[src/hdl/ied_pkg.sv]
// Constants and types of the instruction exception detector.
// Assumes the decode stage has already sorted each instruction into one class code.
package ied_pkg;

  // Class code that decode attaches to the instruction it hands over.
  typedef enum logic [3:0] {
    IED_CLS_OTHER       = 4'h0, // Ordinary instruction, no special handling.
    IED_CLS_UNDEFINED   = 4'h1, // Opcode that decodes to nothing.
    IED_CLS_SW_TRAP     = 4'h2, // The software_trap instruction.
    IED_CLS_DLY_BRANCH  = 4'h3, // Any delayed branch, returns included.
    IED_CLS_PC_NO_SLOT  = 4'h4, // PC writers without a slot: if_true_jump and the like.
    IED_CLS_WIDE        = 4'h5, // Any 32-bit wide instruction.
    IED_CLS_BANK_REST   = 4'h6, // The bank_restore instruction.
    IED_CLS_SIGNED_DIV  = 4'h7, // The signed_divide instruction.
    IED_CLS_UNSIGN_DIV  = 4'h8, // The unsigned_divide instruction.
    IED_CLS_FP_ARITH    = 4'h9  // Float arithmetic, compare, convert, truncate, root.
  } ied_class_t;

  // Exception type reported to the handling sequencer.
  typedef enum logic [2:0] {
    IED_EXC_NONE         = 3'h0, // No exception.
    IED_EXC_TRAP         = 3'h1, // Software trap.
    IED_EXC_SLOT_ILLEGAL = 3'h2, // Illegal content of a delay slot.
    IED_EXC_GEN_ILLEGAL  = 3'h3, // Undefined opcode outside a slot.
    IED_EXC_INT_DIV      = 3'h4, // Integer division fault.
    IED_EXC_FLOAT        = 3'h5  // Floating-point fault.
  } ied_exc_t;

  // Report stage state, one-hot.
  typedef enum logic [1:0] {
    IED_ST_IDLE   = 2'b01, // Nothing reported this cycle.
    IED_ST_REPORT = 2'b10  // An exception is on the outputs this cycle.
  } ied_state_t;

  // Operand width of the integer divider.
  localparam int unsigned IED_DATA_W = 32;

  // Operand patterns that make a division fail.
  localparam logic [31:0] IED_ZERO      = 32'h0000_0000;
  localparam logic [31:0] IED_MOST_NEG  = 32'h8000_0000;
  localparam logic [31:0] IED_MINUS_ONE = 32'hffff_ffff;

  // Positions of the floating-point fault flags, in the usual IEEE order.
  localparam int unsigned IED_FPF_INVALID  = 4;
  localparam int unsigned IED_FPF_DIVZERO  = 3;
  localparam int unsigned IED_FPF_OVERFLOW = 2;
  localparam int unsigned IED_FPF_UNDERFLW = 1;
  localparam int unsigned IED_FPF_INEXACT  = 0;
  localparam int unsigned IED_FPF_W        = 5;

endpackage

[src/hdl/ied_detector.sv]
// Instruction exception detector: classifies one executing instruction per cycle
// and reports at most one exception for it, one cycle later, from flip-flops.
// Assumes decode supplies a class code and the slot flag, and execute supplies
// divide operands and floating-point fault flags in the same cycle as the strobe.
`timescale 1ns/1ps

module ied_detector (
  input  wire logic                          i_core_clk,       // CPU clock, 100 MHz.
  input  wire logic                          i_rst,            // Synchronous reset, high.
  input  wire logic                          i_instr_valid,    // Instruction executes now.
  input  wire ied_pkg::ied_class_t           i_instr_class,    // Decoded class of it.
  input  wire logic                          i_in_delay_slot,  // It sits in a delay slot.
  input  wire logic [ied_pkg::IED_DATA_W-1:0] i_dividend,      // Divide dividend.
  input  wire logic [ied_pkg::IED_DATA_W-1:0] i_divisor,       // Divide divisor.
  input  wire logic [ied_pkg::IED_FPF_W-1:0] i_fp_flags,       // Float fault flags.
  output logic                               o_exc_valid,      // Exception raised, pulse.
  output ied_pkg::ied_exc_t                  o_exc_type,       // Which exception.
  output logic                               o_suppress_result // Drop the write-back.
);

  // Current report state and its next value.
  ied_pkg::ied_state_t state;
  ied_pkg::ied_state_t next_state;

  // Next values of the registered outputs.
  ied_pkg::ied_exc_t   next_exc_type;
  logic                next_exc_valid;
  logic                next_suppress;

  // Individual detections; kept separate so the priority below is easy to read.
  logic slot_bad;   // Instruction forbidden in a delay slot.
  logic undef_op;   // Undefined opcode.
  logic div_fault;  // Integer divide fault.
  logic fp_fault;   // Floating-point fault.
  logic is_div;     // Either divide.

  // Classification of the current instruction.
  always_comb begin
    is_div   = (i_instr_class == ied_pkg::IED_CLS_SIGNED_DIV) ||
               (i_instr_class == ied_pkg::IED_CLS_UNSIGN_DIV);
    undef_op = (i_instr_class == ied_pkg::IED_CLS_UNDEFINED);
    // Every class that may not follow a delayed branch.
    slot_bad = 1'b0;
    unique case (i_instr_class)
      ied_pkg::IED_CLS_UNDEFINED: begin
        slot_bad = 1'b1;
      end
      ied_pkg::IED_CLS_DLY_BRANCH,
      ied_pkg::IED_CLS_PC_NO_SLOT,
      ied_pkg::IED_CLS_SW_TRAP: begin
        slot_bad = 1'b1;
      end
      ied_pkg::IED_CLS_WIDE: begin
        slot_bad = 1'b1;
      end
      ied_pkg::IED_CLS_BANK_REST,
      ied_pkg::IED_CLS_SIGNED_DIV,
      ied_pkg::IED_CLS_UNSIGN_DIV: begin
        slot_bad = 1'b1;
      end
      default: begin
        // Ordinary and float classes are legal in a slot.
        slot_bad = 1'b0;
      end
    endcase
    // Zero divisor faults both divides; the overflow case only the signed one.
    div_fault = is_div && (i_divisor == ied_pkg::IED_ZERO);
    if ((i_instr_class == ied_pkg::IED_CLS_SIGNED_DIV) &&
        (i_dividend == ied_pkg::IED_MOST_NEG) &&
        (i_divisor == ied_pkg::IED_MINUS_ONE)) begin
      div_fault = 1'b1;
    end
    // Any of the five flags counts; the unit does not mask them here.
    fp_fault = (i_instr_class == ied_pkg::IED_CLS_FP_ARITH) && (|i_fp_flags);
  end

  // Priority select. A slot violation is checked first, because an instruction
  // that must not sit in a slot never gets to execute, so its own trap, undefined
  // opcode or divide fault must not be seen. This also keeps the report to one type.
  always_comb begin
    next_exc_type = ied_pkg::IED_EXC_NONE;
    if (i_instr_valid) begin
      if (i_in_delay_slot && slot_bad) begin
        next_exc_type = ied_pkg::IED_EXC_SLOT_ILLEGAL;
      end else if (undef_op) begin
        next_exc_type = ied_pkg::IED_EXC_GEN_ILLEGAL;
      end else if (i_instr_class == ied_pkg::IED_CLS_SW_TRAP) begin
        next_exc_type = ied_pkg::IED_EXC_TRAP;
      end else if (div_fault) begin
        next_exc_type = ied_pkg::IED_EXC_INT_DIV;
      end else if (fp_fault) begin
        next_exc_type = ied_pkg::IED_EXC_FLOAT;
      end else begin
        next_exc_type = ied_pkg::IED_EXC_NONE;
      end
    end
    next_exc_valid = (next_exc_type != ied_pkg::IED_EXC_NONE);
    // Suppression travels with the report so write-back and handling agree.
    next_suppress  = next_exc_valid;
    next_state     = next_exc_valid ? ied_pkg::IED_ST_REPORT : ied_pkg::IED_ST_IDLE;
  end

  // Output registers; reset leaves no exception pending.
  always_ff @(posedge i_core_clk) begin
    if (i_rst) begin
      state             <= ied_pkg::IED_ST_IDLE;
      o_exc_valid       <= 1'b0;
      o_exc_type        <= ied_pkg::IED_EXC_NONE;
      o_suppress_result <= 1'b0;
    end else begin
      state             <= next_state;
      o_exc_valid       <= next_exc_valid;
      o_exc_type        <= next_exc_type;
      o_suppress_result <= next_suppress;
    end
  end

  // Shorthand for the stimulus of the cycle under test.
  logic fresh; // Valid instruction outside a slot.
  logic slotv; // Valid instruction inside a slot.
  always_comb begin
    fresh = i_instr_valid && !i_in_delay_slot;
    slotv = i_instr_valid && i_in_delay_slot;
  end
endmodule

[config.mk]
export PLATFORM = sky130hd
export DESIGN_NAME = ied_detector
export DESIGN_NICKNAME = d
export VERILOG_FILES = /design/src/hdl/ied_pkg.sv /design/src/hdl/ied_detector.sv
export SDC_FILE = /design/constraint.sdc
export NUM_CORES = 1
export LEC_CHECK = 0
export ABC_AREA = 1
export BUFFER_PORTS_ARGS = -buffer_cell sky130_fd_sc_hd__buf_2
export CORE_MARGIN = 2
export CORE_UTILIZATION = 31
export CTS_CLUSTER_DIAMETER = 120
export CTS_CLUSTER_SIZE = 12
export DETAILED_ROUTE_END_ITERATION = 10
export GPL_TIMING_DRIVEN = 0
export PLACE_DENSITY = 0.79
export REMOVE_ABC_BUFFERS = 1
export SETUP_SLACK_MARGIN = 0.1
export SYNTH_ARGS = -nofsm -noshare
export SYNTH_HDL_FRONTEND = slang
export SYNTH_SLANG_ARGS = --single-unit
[constraint.sdc]
create_clock -name i_core_clk -period 1.1 [get_ports i_core_clk]
set_clock_uncertainty 0.05 [all_clocks]
set_input_delay 0.165 -clock i_core_clk [delete_from_list [all_inputs] [get_ports i_core_clk]]
set_output_delay 0.165 -clock i_core_clk [all_outputs]
set_load 0.005 [all_outputs]
==> Implementation_results.wiki <==
{| class="wikitable"
! Metric !! Value
|-
| Number of warnings issued by yosys || 0
|-
| Initial antenna violation count || 0
|-
| Count of distinct cell types in the synthesized netlist || 15
|-
| Post-synthesis share of cell area spent on and, or, nand and nor gates || 72.5%
|-
| Total track usage || 14.3%
|-
| Worst IR drop on VDD || 0.262 mV
|-
| First-pass GRT wire length || 2770 um
|-
| Commonest cells after routing, fill and taps aside || buf_2 (81), nor2_1 (44), nand2_1 (30)
|-
| Final hold vios || 0
|-
| Die Footprint || 2400 sq um
|-
| Number of synthesized register bits || 4
|-
| Row count || 16
|-
| Result of the run || finished, final reports clean
|-
| Critical path launch point type || primary input
|-
| Relative max-transition margin || 87.8%
|-
| Area share of xor/xnor cells in the synthesized design || 2.59%
|-
| Multiplexer fraction of the synthesized cell area || 0%
|-
| Number of violations reported at the end of detailed-routing iteration 0 || 13
|-
| Deepest clock path buffer count || 2
|-
| Maximum number of pins on one net before global-route repair || 6
|-
| Routed wire length per instance || 7.31 um
|-
| Synth top area share || 27.5%
|-
| Count of input and output buffers || 81
|-
| Inserted Diodes || 0
|-
| Maximum frequency from static timing analysis || 1140 MHz
|-
| Number of detailed-route iterations in the first pass || 4
|-
| Dominant combinational cell family by area after synthesis || simple AND/OR/NAND/NOR gates
|-
| Static leakage || 0.644 nW
|-
| Clock tree from TritonCTS || built
|-
| Synth Instances || 125
|-
| Average cell area after synthesis || 5.01 sq um
|-
| Die Width || 49.0 um
|-
| Via density per instance || 4.23
|-
| Post-Synthesis Cell Area || 627 sq um
|-
| Final clock period utilization by the worst path || 79.9%
|-
| Part of the Yosys area used for sequential elements || 12.8%
|-
| Type of the worst setup path || in -> reg
|-
| Placed wire-length estimate || 1560 um
|-
| TNS Setup || 0 ns
|-
| # Max-Cap Violations || 0
|-
| Die span in y || 49.0 um
|-
| Largest fanout of any net on the critical path || 2
|-
| RSZ-0062 raised after global routing || false
|-
| Vias in the first global route || 797
|-
| Overall via count from detail_route || 994
|-
| Post-Route Utilization || 55.9%
|-
| Number of post-CTS setup repair buffers || 0
|-
| Total design power || 0.000577 W
|-
| Number of instances in the placed design || 232
|-
| Slowest-stage cell, CP || nor2_1
|-
| Top cell type by total area after synthesis || nor2_1
|-
| Pin slew with the least headroom to its limit || 0.182 ns
|-
| Classification of the worst-slack hold path || in -> reg
|-
| Synth area leaders || nor2_1 (28%), nand2_1 (18%), dfxtp_1 (13%)
|-
| Arithmetic-cell share of the synthesized area counting full adders, half adders and majority gates || 0%
|-
| Max incr delay on CP || 0.13 ns
|-
| Final standard cell count with taps included and fillers excluded || 235
|-
| Fraction of layout cells with a size suffix above 1 || 46.6%
|-
| Layout overhead on the synthesized area || 73.3%
|-
| Remaining DRCs || 0
|-
| Clock Sinks || 4
|-
| Crit path DAT || 1.00 ns
|-
| Clock Pin Slew Worst Setup and Hold Paths || 0.04 ns
|-
| Gr ovfl total || 0
|-
| Core ar. || 1940 sq um
|-
| Total length of routed wires || 1720 um
|-
| Cts bufs inserted || 3
|-
| Cell Chain, Critical Path || buf_2 -> nor2_1 -> nand2_1 -> nor2_1 -> nand2_1 -> nor2_1 -> nand3_1 -> nand3_1 -> nand2_2 -> nand3_2
|-
| Final-report setup violation count || 0
|-
| Critical Path Most Common Cell || nor2_1
|-
| Crit path capture type || flip-flop
|-
| # nets final || 287
|-
| RD Place Congestion || 0.757
|-
| Total power per unit cell area || 531 nW/um^2
|-
| Most frequent standard cell in the layout excluding fill and tap cells || buf_2
|-
| Final min period || 0.879 ns
|-
| Root buffer selected by CTS || clkbuf_4
|-
| Synthesized-area fraction occupied by ao, oa, aoi and oai cells || 0.798%
|-
| Initial standard-cell utilization of the core || 32.3%
|-
| Required time of the critical path || 1.22 ns
|-
| Final-report max-slew violation count || 0
|-
| Number of H-tree levels || 1
|-
| Final antenna-violating net count || 0
|-
| Ports placed on the boundary || 82
|}
## through the flow
stage                     worst slack, ns  instance area, sq um  hold slack [ns]
after floorplan                     0.219                   619            0.258
after global placement           -0.00205                  1060            0.407
after detailed placement          -0.0171                  1060            0.415
after CTS                           0.220                  1080            0.171
after global routing                0.105                  1090            0.200
final                               0.221                  1090            0.177
## flip-flops by register name, indices dropped and copies added, names as in the netlist
register           flops
o_suppress_result      1
o_exc_type             3
## cells in the mapped netlist
| master | instances |
|---|---|
| buf_4 | 1 |
| dfxtp_1 | 4 |
| inv_1 | 14 |
| inv_2 | 3 |
| nand2_1 | 30 |
| nand2_2 | 2 |
| nand3_1 | 5 |
| nand3_2 | 3 |
| nand3_4 | 1 |
| nand4_1 | 10 |
| nor2_1 | 46 |
| nor2_2 | 1 |
| nor3_1 | 3 |
| o21ai_0 | 1 |
| xor2_2 | 1 |
## critical path: cells and delay by family
kind / cells / cell delay [ns]
buffers and inverters: 1 / 0.09
and+or+nand+nor: 9 / 0.74
## routing by layer
metal,global-route usage [%],wire length [um]
met5,0,0
met4,8.57,0
met3,2.45,189
met2,25.8,827
met1,15.5,702
## final cells by class
cell class,count,area [sq um]
Fill cell,217,856
Multi-Input combinational cell,103,480
Timing Repair Buffer,81,405
Sequential cell,4,80.1
Inverter,17,63.8
Tap cell,27,33.8
Clock buffer,3,22.5
## repair_timing
action	CTS	global route
endpoints found under the setup margin	0	2
hold buffers	0	0
gates resized for setup	0	2
hold endpoints to repair	0	0
## worst paths after layout
path,from,to,cells past startpoint
worst min-delay path,i_instr_valid,o_exc_type[1],3
worst max-delay path,i_dividend[15],o_suppress_result,10
## report_power, final
| group | switching, W | internal (W) |
|---|---|---|
| Sequential | 0.00000146 | 0.000151 |
| Combinational | 0.000111 | 0.000139 |
| Clock | 0.0000529 | 0.000122 |
| Total | 0.000165 | 0.000411 |
## kinds of logic (layout without fill, tap and decap cells)
| kind of cell | Yosys count | after routing |
|---|---|---|
| compound gates | 1 | 1 |
| xor+xnor | 1 | 1 |
| buf+inv | 18 | 101 |
| flops | 4 | 4 |
| simple gates | 101 | 101 |
Note: power is estimated with default switching activity, not from simulation.
